### src/verilog/vpc_map.svh
// register map, field positions and timing constants of the vector placement control
`ifndef VPC_MAP_SVH
`define VPC_MAP_SVH
`define VPC_CTRL_ADDR      8'h55
`define VPC_BIT_CHG_EN     0
`define VPC_BIT_VEC_SEL    1
`define VPC_BIT_PULLUP_OFF 4
`define VPC_BIT_SCAN_DIS   7
`define VPC_RW_MASK        8'h93
`define VPC_CTRL_RESET     8'h00
`define VPC_WINDOW_CYC     3'h4
`define VPC_BOOT_8K_BASE   16'hf000
`define VPC_APP_BASE       16'h0000
`define VPC_VEC_OFFSET     16'h0002
`define VPC_LAST_VEC_OFS   16'h008e
`define VPC_BUS_WAIT       1'b0
`endif

### src/verilog/vpc_pkg.sv
// types shared by the vector placement control
package vpc_pkg;
    typedef struct packed {
        logic [7:0] address;
        logic       read;
        logic       write;
        logic [7:0] writedata;
    } vpc_bus_req_t;
    typedef struct packed {
        logic       boot_reset_fuse;
        logic [1:0] boot_size_fuse;
        logic       app_side_lock_bit;
        logic       boot_side_lock_bit;
        logic       scan_enable_fuse;
    } vpc_fuse_t;
    typedef enum logic [1:0] {VPC_IDLE, VPC_OPEN, VPC_HOLD} vpc_phase_t;
    typedef struct packed {
        logic       vec_sel;
        logic       chg_en;
        logic       pullup_off;
        logic       scan_dis;
        vpc_phase_t phase;
        logic [2:0] win_cnt;
        logic [2:0] scan_cnt;
        logic       scan_val;
        logic       rd_ack;
        logic [7:0] readdata;
    } vpc_state_t;
endpackage

### src/verilog/vpc_control.sv
// vector placement, scan disable and pull-up control register
`timescale 1ns/1ps
`default_nettype none
`include "vpc_map.svh"
module vpc_control #(
    parameter int PORT_PINS = 8
) (
    input  wire logic                  ref_clk,
    input  wire logic                  reset,
    input  wire vpc_pkg::vpc_bus_req_t avs_req,
    output logic                       avs_waitrequest,
    output logic      [7:0]            avs_readdata,
    input  wire vpc_pkg::vpc_fuse_t    fuses,
    input  wire logic                  exec_in_boot,
    input  wire logic                  instr_done,
    input  wire logic [PORT_PINS-1:0]  pin_direction_bit,
    input  wire logic [PORT_PINS-1:0]  pin_output_bit,
    output logic      [PORT_PINS-1:0]  pullup_enable,
    output logic                       irq_block,
    output logic                       vec_sel,
    output logic      [15:0]           vector_base,
    output logic      [15:0]           reset_address,
    output logic      [15:0]           last_vector_addr,
    output logic                       scan_port_active,
    output logic                       global_pullup_off
);
    vpc_pkg::vpc_state_t st;
    vpc_pkg::vpc_state_t next_st;
    logic [15:0]         boot_base;
    logic                wr_hit;
    logic                rd_hit;
    logic [15:0]         sect_base;

    vpc_boot_base u_base (
        .boot_size_fuse (fuses.boot_size_fuse),
        .boot_base      (boot_base)
    );

    // writes answer at once; reads take one wait state so the data come from a flop
    assign avs_waitrequest = avs_req.read && !st.rd_ack;
    assign wr_hit = avs_req.write && (avs_req.address == `VPC_CTRL_ADDR);
    assign rd_hit = avs_req.read && (avs_req.address == `VPC_CTRL_ADDR);

    always_comb begin
        next_st = st;
        next_st.readdata = 8'h00;
        next_st.rd_ack = avs_req.read && !st.rd_ack;
        if (rd_hit && !st.rd_ack) begin
            next_st.readdata[`VPC_BIT_CHG_EN]     = st.chg_en;
            next_st.readdata[`VPC_BIT_VEC_SEL]    = st.vec_sel;
            next_st.readdata[`VPC_BIT_PULLUP_OFF] = st.pullup_off;
            next_st.readdata[`VPC_BIT_SCAN_DIS]   = st.scan_dis;
        end
        // unlock window timing
        case (st.phase)
            vpc_pkg::VPC_IDLE: begin
            end
            vpc_pkg::VPC_OPEN: begin
                if (st.win_cnt == `VPC_WINDOW_CYC - 3'h1) begin
                    next_st.chg_en = 1'b0;
                    next_st.phase  = vpc_pkg::VPC_IDLE;
                end else begin
                    next_st.win_cnt = st.win_cnt + 3'h1;
                end
            end
            vpc_pkg::VPC_HOLD: begin
                // mask kept until the instruction after the select write retires
                if (instr_done) begin
                    next_st.phase = vpc_pkg::VPC_IDLE;
                end
            end
            default: next_st.phase = vpc_pkg::VPC_IDLE;
        endcase
        // scan disable pending window
        if (st.scan_cnt != 3'h0) begin
            next_st.scan_cnt = st.scan_cnt - 3'h1;
        end
        if (wr_hit) begin
            next_st.pullup_off = avs_req.writedata[`VPC_BIT_PULLUP_OFF];
            if (avs_req.writedata[`VPC_BIT_CHG_EN]) begin
                // restarting the window on a repeated unlock write
                next_st.chg_en  = 1'b1;
                next_st.phase   = vpc_pkg::VPC_OPEN;
                next_st.win_cnt = 3'h0;
            end else if (st.chg_en) begin
                next_st.vec_sel = avs_req.writedata[`VPC_BIT_VEC_SEL];
                next_st.chg_en  = 1'b0;
                next_st.phase   = vpc_pkg::VPC_HOLD;
            end
            if (st.scan_cnt != 3'h0 &&
                st.scan_val == avs_req.writedata[`VPC_BIT_SCAN_DIS]) begin
                next_st.scan_dis = st.scan_val;
                next_st.scan_cnt = 3'h0;
            end else begin
                next_st.scan_val = avs_req.writedata[`VPC_BIT_SCAN_DIS];
                next_st.scan_cnt = `VPC_WINDOW_CYC;
            end
        end
    end

    always_ff @(posedge ref_clk or posedge reset) begin
        if (reset) begin
            st <= '{vec_sel: 1'b0, chg_en: 1'b0, pullup_off: 1'b0, scan_dis: 1'b0,
                    phase: vpc_pkg::VPC_IDLE, win_cnt: 3'h0, scan_cnt: 3'h0,
                    scan_val: 1'b0, rd_ack: 1'b0, readdata: `VPC_CTRL_RESET};
        end else begin
            st <= next_st;
        end
    end

    assign avs_readdata = st.readdata;
    assign vec_sel = st.vec_sel;
    assign global_pullup_off = st.pullup_off;
    // vector table base follows select; reset address follows fuse
    assign sect_base = st.vec_sel ? boot_base : `VPC_APP_BASE;
    assign vector_base = sect_base + `VPC_VEC_OFFSET;
    assign last_vector_addr = sect_base + `VPC_LAST_VEC_OFS;
    assign reset_address = fuses.boot_reset_fuse ? boot_base : `VPC_APP_BASE;
    // only an extra mask; processor flags are never touched here
    assign irq_block = (st.phase != vpc_pkg::VPC_IDLE)
                     || (wr_hit && avs_req.writedata[`VPC_BIT_CHG_EN])
                     || (st.vec_sel && fuses.app_side_lock_bit && !exec_in_boot)
                     || (!st.vec_sel && fuses.boot_side_lock_bit && exec_in_boot);
    assign scan_port_active = fuses.scan_enable_fuse && !st.scan_dis;
    // pattern 2'b01 on direction/output asks for a pull-up
    assign pullup_enable = ~pin_direction_bit & pin_output_bit
                         & {PORT_PINS{!st.pullup_off}};
endmodule // vpc_control
`default_nettype wire

### src/verilog/vpc_boot_base.sv
// boot section base decoder driven by the boot size fuses
`timescale 1ns/1ps
`default_nettype none
`include "vpc_map.svh"
module vpc_boot_base #(
    parameter logic [15:0] BASE_4K = 16'hf800,
    parameter logic [15:0] BASE_2K = 16'hfc00,
    parameter logic [15:0] BASE_1K = 16'hfe00
) (
    input  wire logic [1:0]  boot_size_fuse,
    output logic      [15:0] boot_base
);
    // fuse code 2'b00 selects the largest (8 KByte) section
    always_comb begin
        case (boot_size_fuse)
            2'b00:   boot_base = `VPC_BOOT_8K_BASE;
            2'b01:   boot_base = BASE_4K;
            2'b10:   boot_base = BASE_2K;
            default: boot_base = BASE_1K;
        endcase
    end
endmodule // vpc_boot_base
`default_nettype wire

### config.mk
export PLATFORM = sky130hd
export DESIGN_NAME = vpc_control
export DESIGN_NICKNAME = d
export VERILOG_FILES = /design/src/verilog/vpc_pkg.sv /design/src/verilog/vpc_control.sv /design/src/verilog/vpc_boot_base.sv
export VERILOG_INCLUDE_DIRS = /design/src /design/src/verilog
export SDC_FILE = /design/constraint.sdc
export NUM_CORES = 1
export LEC_CHECK = 0
export BUFFER_PORTS_ARGS = -buffer_cell sky130_fd_sc_hd__clkbuf_2
export CAP_MARGIN = 10
export CORE_UTILIZATION = 41
export CTS_CLUSTER_SIZE = 28
export DETAILED_ROUTE_END_ITERATION = 16
export GPL_TIMING_DRIVEN = 0
export HOLD_SLACK_MARGIN = 0.06
export PLACE_DENSITY = 0.93
export SLEW_MARGIN = 25
export SYNTH_ARGS = -nofsm -noshare
export SYNTH_HDL_FRONTEND = slang
export SYNTH_SLANG_ARGS = --single-unit
### constraint.sdc
create_clock -name ref_clk -period 3.3 [get_ports ref_clk]
set_input_delay 0.33 -clock ref_clk [delete_from_list [all_inputs] [get_ports ref_clk]]
set_output_delay 0.33 -clock ref_clk [all_outputs]
set_load 0.01 [all_outputs]
# Word level (Yosys, flattened, before mapping)
# Index checks and enable logic that the tools add are counted.
# Widths: inputs -> output; s select.
[op_classes]
mux = 23
addsub = 4
n_reduce_logical = 27
n_bitwise = 5
n_eq_ne = 7
[op_table]
columns = ["cell", "n"]
rows = [
  ["$pmux 12 s3", 1],
  ["$mux 16", 2],
  ["$add 16x2->16 const B", 1],
  ["$add 16x8->16 const B", 1],
  ["$and 8x8->8", 2],
  ["$mux 3", 5],
  ["$mux 12", 1],
  ["$logic_and 1x1->1", 11],
  ["$mux 2", 5],
  ["$eq 8x7->1 const B", 1],
  ["$mux 1", 8],
  ["$not 8->8", 1],
  ["$pmux 2 s3", 1],
  ["$logic_not 1->1", 5],
  ["$eq 2x1->1 const B", 2],
  ["$eq 2x2->1 const B", 2],
  ["$logic_not 2->1", 2],
  ["$reduce_and 2->1", 2],
  ["$reduce_bool 2->1", 2],
  ["$add 3x1->3 const B", 1],
  ["$eq 3x2->1 const B", 1],
  ["$logic_or 1x1->1", 3],
  ["$reduce_and 3->1", 1],
  ["$reduce_bool 3->1", 1],
  ["3 further kinds", 4],
]
[totals]
output_inout_bits = 69
input_bits = 44
regBits = 18
elab_cells = 76

# Logic depth before layout (Yosys ltp)
# Gate-level depths: netlist of the first run.
[depth]
word_depth = 6
depth_mapped = 6
mapped_depth_nobuf = 5

# Modules after synthesis
# From an unflattened synthesis of the first run, not the netlist that was laid out.
[hier_totals]
cells_unflattened = 232
hier_area_um2 = 1909.3
[by_module_without_submodules]
columns = ["mod", "area_per_inst_um2", "cells_each", "seq_area_each_um2", "n_inst"]
rows = [
  ["vpc_control", 1786.7, 214, 450.4, 1],
  ["vpc_boot_base", 122.6, 18, 0.0, 1],
]

# Worst setup path before layout of the first run
# No wires, ideal clock.
[synth_path]
kind = "input port to output port"
startpoint = "input port avs_req[16] (netlist bit)"
endpoint = "output port irq_block"
path_slack_ns = 1.519
path_buffers = 1
t_arrival_ns = 1.451
cell_stages = 5
cell_sequence = "nor4bb_1 -> and3_1 -> buf_2 -> and2_1 -> or4_1"
[synth_between]
elab_chain_len = 6
[synth_rtl]
columns = ["element", "line", "source"]
rows = [
  ["start, declared", "vpc_control.sv:10", "input wire vpc_pkg::vpc_bus_req_t avs_req,"],
  ["$eq 8x7->1 (no source line)", "-", ""],
  ["$logic_and 1x1->1", "vpc_control.sv:41", "assign wr_hit = avs_req.write && (avs_req.address == `VPC_CTRL_ADDR);"],
  ["$logic_and 1x1->1", "vpc_control.sv:121", "|| (wr_hit && avs_req.writedata[`VPC_BIT_CHG_EN])"],
  ["$logic_or 1x1->1 (3 in series)", "vpc_control.sv:120", "assign irq_block = (st.phase != vpc_pkg::VPC_IDLE)"],
  ["end, declared", "vpc_control.sv:19", "output logic irq_block,"],
]
# Every way passes these cells.

# Worst setup path in the final report of the first run
[layout_path]
startpoint = "register st, in the netlist vec_sel"
endpoint = "output port irq_block"
[layout_between]
elab_chain_len = 4
elab_cells_between_ends = 7
classes_between = "reduce/logical: 7"
[layout_rtl]
columns = ["element", "line", "source"]
rows = [
  ["start, declared", "vpc_control.sv:27", "vpc_pkg::vpc_state_t st;"],
  ["start signal, assigned", "vpc_control.sv:103", "st <= '{vec_sel: 1'b0, chg_en: 1'b0, pullup_off: 1'b0, scan_dis: 1'b0,"],
  ["start signal, assigned", "vpc_control.sv:107", "st <= next_st;"],
  ["$logic_and 1x1->1 / $logic_not 1->1 (equally long branches)", "vpc_control.sv:122, vpc_control.sv:123", ""],
  ["$logic_and 1x1->1 (on tied branches)", "vpc_control.sv:122, vpc_control.sv:123", ""],
  ["$logic_or 1x1->1 / $logic_and 1x1->1 (equally long branches)", "vpc_control.sv:120, vpc_control.sv:123", ""],
  ["$logic_or 1x1->1 *", "vpc_control.sv:120", ""],
]
# Every way passes the cells marked *; elsewhere a longest branch is shown, timed or not.

==> results of run 1 <==
cell usage in the layout, fill, tap and decap left out, drive strengths merged, types with 2 or more instances in the layout:
| cell | count |
|---|---|
| and2 | 8 |
| and3 | 6 |
| buf | 52 |
| clkbuf | 81 |
| conb | 31 |
| dfrtp | 18 |
| ha | 3 |
| inv | 3 |
| mux2 | 3 |
| nand2 | 6 |
| nand2b | 3 |
| nand3 | 2 |
| nand3b | 2 |
| nor2 | 6 |
| nor2b | 4 |
| nor3 | 2 |
| nor3b | 9 |
| nor4bb | 2 |
| o21a | 2 |
| o21ai | 3 |
synth_stat cells (all sizes together) (3+ instances only):
cell type  number
and2            8
ha              3
nor2b           4
and3            6
nand2b          3
nor2            6
o21ai           3
nand2           6
nor3b           9
inv             3
buf            52
dfrtp          18
mux2            3
state kept, by name (all words and copies together) (netlist names):
signal / cells
st: 12
avs_readdata: 4
global_pullup_off: 1
vec_sel: 1
report_power, final:
group / leakage (nW) / internal, mW / total [mW] / switching (mW)
Combinational: 0.928 / 0.0988 / 0.195 / 0.0964
Sequential: 0.233 / 0.244 / 0.259 / 0.0146
Clock: 0.0138 / 0.0425 / 0.107 / 0.0641
Total: 1.17 / 0.386 / 0.561 / 0.175
metrics by stage:
| step | setup WS (ns) | hold slack [ns] | total power [mW] | cells | area [um2] |
|---|---|---|---|---|---|
| after CTS | 1.265 | 0.1157 | 0.5646 | 299 | 1901 |
| final | 1.287 | 0.09908 | 0.5608 | 299 | 1901 |
| after detailed placement | 1.277 | 0.4337 | 0.4592 | 296 | 1878 |
| after floorplan | 1.519 | 0.2686 | 0.4007 | 175 | 1438 |
| after global routing | 1.171 | 0.1560 | 0.5928 | 299 | 1901 |
| after global placement | 1.286 | 0.4282 | 0.4465 | 296 | 1878 |
cell type report:
cell class / count / share of cell area
Multi-Input combinational cell: 101 / 0.3074
Sequential cell: 18 / 0.2370
Buffer: 53 / 0.2061
Timing Repair Buffer: 77 / 0.2028
Tap cell: 44 / 0.02897
Clock buffer: 3 / 0.01185
Inverter: 3 / 0.005925
routing by layer:
layer / track usage / vias up
li1: - / 621
met2: 0.2857 / 52
met5: 0 / -
met3: 0.01538 / 6
met4: 0.07483 / 0
met1: 0.1727 / 531
path summary, 6_finish.rpt:
check	startpoint	end	slack, ns	depth (start not counted)
max in group asynchronous	reset	avs_readdata[4]$_DFF_PP0_	2.78	2
setup reg to reg	st[10]$_DFFE_PP0P_	st[18]$_DFFE_PP0P_	1.98	5
hold reg to reg	st[8]$_DFF_PP0_	st[8]$_DFF_PP0_	0.44	1
min in group ref_clk	avs_req[1]	vec_sel$_DFFE_PP0P_	0.27	2
hold / removal	reset	vec_sel$_DFFE_PP0P_	0.1	2
setup / recovery	vec_sel$_DFFE_PP0P_	irq_block	1.29	4
cell families (layout without fill, tap and decap cells):
family / after synthesis / count (layout) / share of synthesized area
muxes: 3 / 3 / 0.02542
DFF: 18 / 18 / 0.3390
xor gates and xnor gates: 2 / 2 / 0.01319
buffers and inverters: 56 / 136 / 0.3032
adders and majority gates: 3 / 3 / 0.02825
other: 2 / 31 / 0.005652
and+or+nand+nor: 51 / 51 / 0.2307
AOI/OAI and AO/OA: 11 / 11 / 0.05461
==> flow_metrics.py, run 1 <==
metrics = {
    "global_routing": {
        "grt_antenna_before_repair": 0,
        "grtUsageTotal": 0.1533,
        "grt_pass1_vias": 1004,
        "grt_remaining_overflow": 0,
        "grt_pass1_wl_um": 4084,
        "grt_max_degree": 19,
    },
    "detailed_routing": {
        "wl_per_cell_um": 9.140,
        "totalWireLength_um": 2733,
        "top_layer": "met4",
        "wl_met3_um": 174,
        "drc": 0,
        "wl_met1_um": 1017,
        "via_per_inst": 4.047,
        "wl_met2_um": 1483,
        "drt_iter0_drc": 26,
        "dr_total_vias": 1210,
        "ant_nets": 0,
        "dr.pass1.iters": 4,
    },
    "final_layout": {
        "multi_input_area_um2": 584.3,
        "ff_latch_area_um2": 450.4,
        "area.growth.synth_to_final_pct": 43.03,
        "diodes": 0,
        "drive_gt1_frac": 0.5294,
        "n_fill_cell": 275,
        "num-nets-final": 304,
        "fin_util": 0.6225,
    },
    "sta": {
        "min_period_ns": 2.013,
        "slew_violations": 0,
        "hold_viol_final": 0,
        "finalSetupViolCount": 0,
        "slew_headroom": 0.5565,
        "rsz0062_at_grt": "false",
        "finalSetupTns_ns": 0,
        "max_freq_mhz": 496.7,
        "finalClockSkew_ns": 0.005229,
        "worst_slew_pin_slew_ns": 0.6645,
        "fin_crit_sh": 0.6100,
    },
    "yosys": {
        "synth-edff-count": 0,
        "synth-main-ff-cell": "dfrtp_1",
        "synth-seq-area-share": 0.3390,
        "synth.distinct_cells": 30,
        "yosys_warnings": 0,
        "synth_area_leaders": "dfrtp_1 34%, buf_4 29%, nor3b_1 5.1%, and2_1 3.8%, and3_1 2.8%",
        "synth_area_mm2": 0.001329,
        "synthCells": 146,
        "synth_top_cell_by_area": "dfrtp_1",
        "async_flop_share": 1.000,
        "netlist.area_leader.share": 0.3390,
        "synth_seq_cells": 18,
        "postSynthAreaPerCell_um2": 9.101,
    },
    "place": {
        "dpl.hpwl_um": 2351,
        "port-buffer-count": 77,
        "gp_congestion": 0.7445,
    },
    "setup_path": {
        "slowest_stage": "dfrtp_1",
        "crit_path_cell_trace": "nand3b_1 -> o21ai_0 -> or4_1 -> clkbuf_2",
        "setup.worst_path.start_class": "flip-flop",
        "crit_arrival_ns": 1.68,
        "max_stage_delay_ns": 0.62,
        "crit_family": "flip-flops",
        "cp_num_buf_inv": 1,
        "crit_type": "flip-flop to output port",
        "critical_path.max_fanout": 16,
        "critPathCaptureType": "output port",
        "cp.required_ns": 2.97,
    },
    "power_and_ir_drop": {
        "vdd_ir_drop_max_v": 0.00009416,
        "leakage_nw": 1.175,
        "power_density_mw_per_mm2": 295.1,
    },
    "clocking": {
        "numCtsBuffers": 3,
        "ctsHoldBuffers": 0,
        "post_cts_resized": 0,
        "tritoncts_num_sinks": 18,
        "cts_tree": "yes",
        "cts_setup_buffers": 0,
        "clk_latency_ns": 0.29,
        "cts-root-buf": "clkbuf_4",
        "clk_pin_slew_ns": 0.10,
        "clockBufferDepth": 2,
        "cts-htree-levels": 1,
    },
    "outcome": {
        "status": "complete, no violations",
    },
    "floorplan": {
        "start_util": 0.4352,
        "die_height_um": 58.93,
        "rows": 20,
        "ioPinCount": 113,
        "core_area_mm2": 0.003053,
        "dieArea_mm2": 0.003473,
        "fp.dieW_um": 58.93,
    },
    "min_path": {
        "hp-class": "primary input to async pin",
    },
    "job": {
        "drv_cap": 0,
    },
}
(Power assumes the default switching activity.)
==> run 2: changes to the inputs <==
--- a/config.mk
+++ b/config.mk
@@ -8,12 +8,12 @@
 export LEC_CHECK = 0
 export BUFFER_PORTS_ARGS = -buffer_cell sky130_fd_sc_hd__clkbuf_2
 export CAP_MARGIN = 10
-export CORE_UTILIZATION = 41
+export CORE_UTILIZATION = 38
 export CTS_CLUSTER_SIZE = 28
 export DETAILED_ROUTE_END_ITERATION = 16
 export GPL_TIMING_DRIVEN = 0
 export HOLD_SLACK_MARGIN = 0.06
-export PLACE_DENSITY = 0.93
+export PLACE_DENSITY = 0.88
 export SLEW_MARGIN = 25
 export SYNTH_ARGS = -nofsm -noshare
 export SYNTH_HDL_FRONTEND = slang
==> constraint.sdc (replaced) <==
create_clock -name ref_clk -period 1.91 [get_ports ref_clk]
set_input_delay 0.191 -clock ref_clk [delete_from_list [all_inputs] [get_ports ref_clk]]
set_output_delay 0.191 -clock ref_clk [all_outputs]
set_load 0.01 [all_outputs]
==> run 2 against run 1 <==
  * Via count down 0.33%
  * Die area up 7.6%
  * Global-route usage down 1.8 points
  * First-iteration DRC count down 46%
==> flow_metrics.py, run 2 (synthesis gave the netlist of run 1 again) <==
metrics = {
    "outcome": {
        "status": "complete, no violations",
    },
    "setup_path": {
        "crit_arrival_ns": 1.54,
        "crit_type": "flip-flop to output port",
        "r2r_slack_ns": 0.60,
        "cp_num_buf_inv": 1,
        "slowest_stage": "dfrtp_2",
        "critical_path.max_fanout": 16,
        "max_stage_delay_ns": 0.50,
        "cp.required_ns": 1.72,
        "crit_family": "simple AND/OR/NAND/NOR gates",
        "setup.worst_path.start_class": "flip-flop",
        "crit_path_cell_trace": "nand3b_1 -> o21ai_0 -> or4_1 -> clkbuf_2",
        "critPathCaptureType": "output port",
    },
    "min_path": {
        "hp-class": "primary input to flip-flop",
    },
    "detailed_routing": {
        "ant_nets": 0,
        "via_per_inst": 3.980,
        "drc": 0,
        "dr.pass1.iters": 4,
        "dr_total_vias": 1206,
        "wl_per_cell_um": 8.799,
        "totalWireLength_um": 2666,
        "drt_iter0_drc": 14,
    },
    "floorplan": {
        "rows": 21,
        "core_area_mm2": 0.003337,
        "die_height_um": 61.14,
        "dieArea_mm2": 0.003737,
        "fp.dieW_um": 61.14,
        "ioPinCount": 113,
        "start_util": 0.3982,
    },
    "clocking": {
        "clk_pin_slew_ns": 0.10,
        "numCtsBuffers": 3,
        "cts-root-buf": "clkbuf_4",
        "cts_setup_buffers": 0,
        "clk_latency_ns": 0.29,
        "clockBufferDepth": 2,
        "cts_tree": "yes",
        "cts-htree-levels": 1,
        "tritoncts_num_sinks": 18,
    },
    "sta": {
        "hold_viol_final": 0,
        "finalSetupTns_ns": 0,
        "slew_headroom": 0.5533,
        "holdWs_ns": 0.1262,
        "max_freq_mhz": 578.4,
        "finalClockSkew_ns": 0.0006843,
        "worst_slew_pin_slew_ns": 0.6694,
        "slew_violations": 0,
        "finalSetupViolCount": 0,
        "min_period_ns": 1.729,
        "fin_crit_sh": 0.9052,
        "rsz0062_at_grt": "false",
    },
    "power_and_ir_drop": {
        "leakage_nw": 1.184,
        "clockPowerShare": 0.228,
        "p_sw_mw": 0.3061,
        "sw_frac_of_total": 0.3008,
        "p_int_mw": 0.7116,
        "pwr-share-comb": 0.331,
        "p_seq_frac": 0.441,
        "vdd_ir_drop_max_v": 0.0005854,
        "power_density_mw_per_mm2": 527.8,
    },
    "final_layout": {
        "top_register": "st",
        "drive_gt1_frac": 0.5331,
        "n_fill_cell": 313,
        "num-nets-final": 305,
        "area.growth.synth_to_final_pct": 45.10,
        "final_cells": 303,
        "largest_reg_flops": 12,
        "layout_common_cells": "77 x clkbuf_2, 51 x buf_4, 31 x conb_1, 17 x dfrtp_1, 9 x nor3b_1",
        "layout_commonest_cell": "clkbuf_2",
        "diodes": 0,
        "final_area_mm2": 0.001928,
    },
    "place": {
        "dp.cells": 298,
        "dpl-instance-area_mm2": 0.001881,
        "dpl.hpwl_um": 2244,
        "gp_congestion": 0.7603,
        "port-buffer-count": 77,
    },
    "job": {
        "drv_cap": 0,
    },
    "global_routing": {
        "grt_remaining_overflow": 0,
        "grt_pass1_wl_um": 3760,
        "grt_antenna_before_repair": 0,
        "grt_pass1_vias": 900,
        "grt_max_degree": 19,
        "grtUsageTotal": 0.1352,
    },
}
[run 2: per-stage QoR]
step	util	power (mW)	worst slack, ns
2_1_floorplan	-	0.6924	0.4068
5_1_grt	0.5778	1.102	0.05349
4_1_cts	0.5774	1.030	0.02843
6_report	0.5778	1.018	0.1810
3_3_place_gp	0.5636	0.7721	0.1994
3_5_place_dp	0.5636	0.7891	0.1766
[run 2: path summary, 6_finish.rpt]
path                                      from                  end  cells after the start
max in group asynchronous                reset  vec_sel$_DFFE_PP0P_                      3
min                                 avs_req[1]  vec_sel$_DFFE_PP0P_                      2
max reg2reg                 st[10]$_DFFE_PP0P_   st[18]$_DFFE_PP0P_                      5
min reg2reg                    st[8]$_DFF_PP0_      st[8]$_DFF_PP0_                      1
max                        vec_sel$_DFFE_PP0P_            irq_block                      4
min in group asynchronous                reset      st[8]$_DFF_PP0_                      3
[run 2: power groups by stage]
stage	registers [mW]	logic (mW)	clock network [mW]
final	0.449	0.337	0.232
after global placement	0.451	0.321	0
after global routing	0.453	0.392	0.257
after CTS	0.449	0.339	0.243
after floorplan	0.448	0.245	0
after detailed placement	0.455	0.334	0
[run 2: per-layer routing]
metal,vias to the layer above,wire (um),track usage
met5,-,0,0
met4,0,0,0.009740
met3,0,264,0.04832
met2,61,1374,0.2407
met1,522,1027,0.1636
li1,623,-,-
[run 2: area by class of cell]
cell class / count / area, um2 / share of cell area
multi-input combinational: 101 / 584.3 / 0.3030
sequential: 18 / 451.7 / 0.2343
timing repair buffer: 78 / 395.4 / 0.2051
buffer: 53 / 391.6 / 0.2031
tap: 46 / 57.56 / 0.02985
clock buffer: 4 / 36.28 / 0.01882
inverter: 3 / 11.26 / 0.005840
[run 2: timing repair]
item | CTS | global route
resized for setup | 0 | 1
endpoints found under the hold margin | 18 | 0
setup endpoints to repair | 0 | 1
hold buffers | 1 | 0
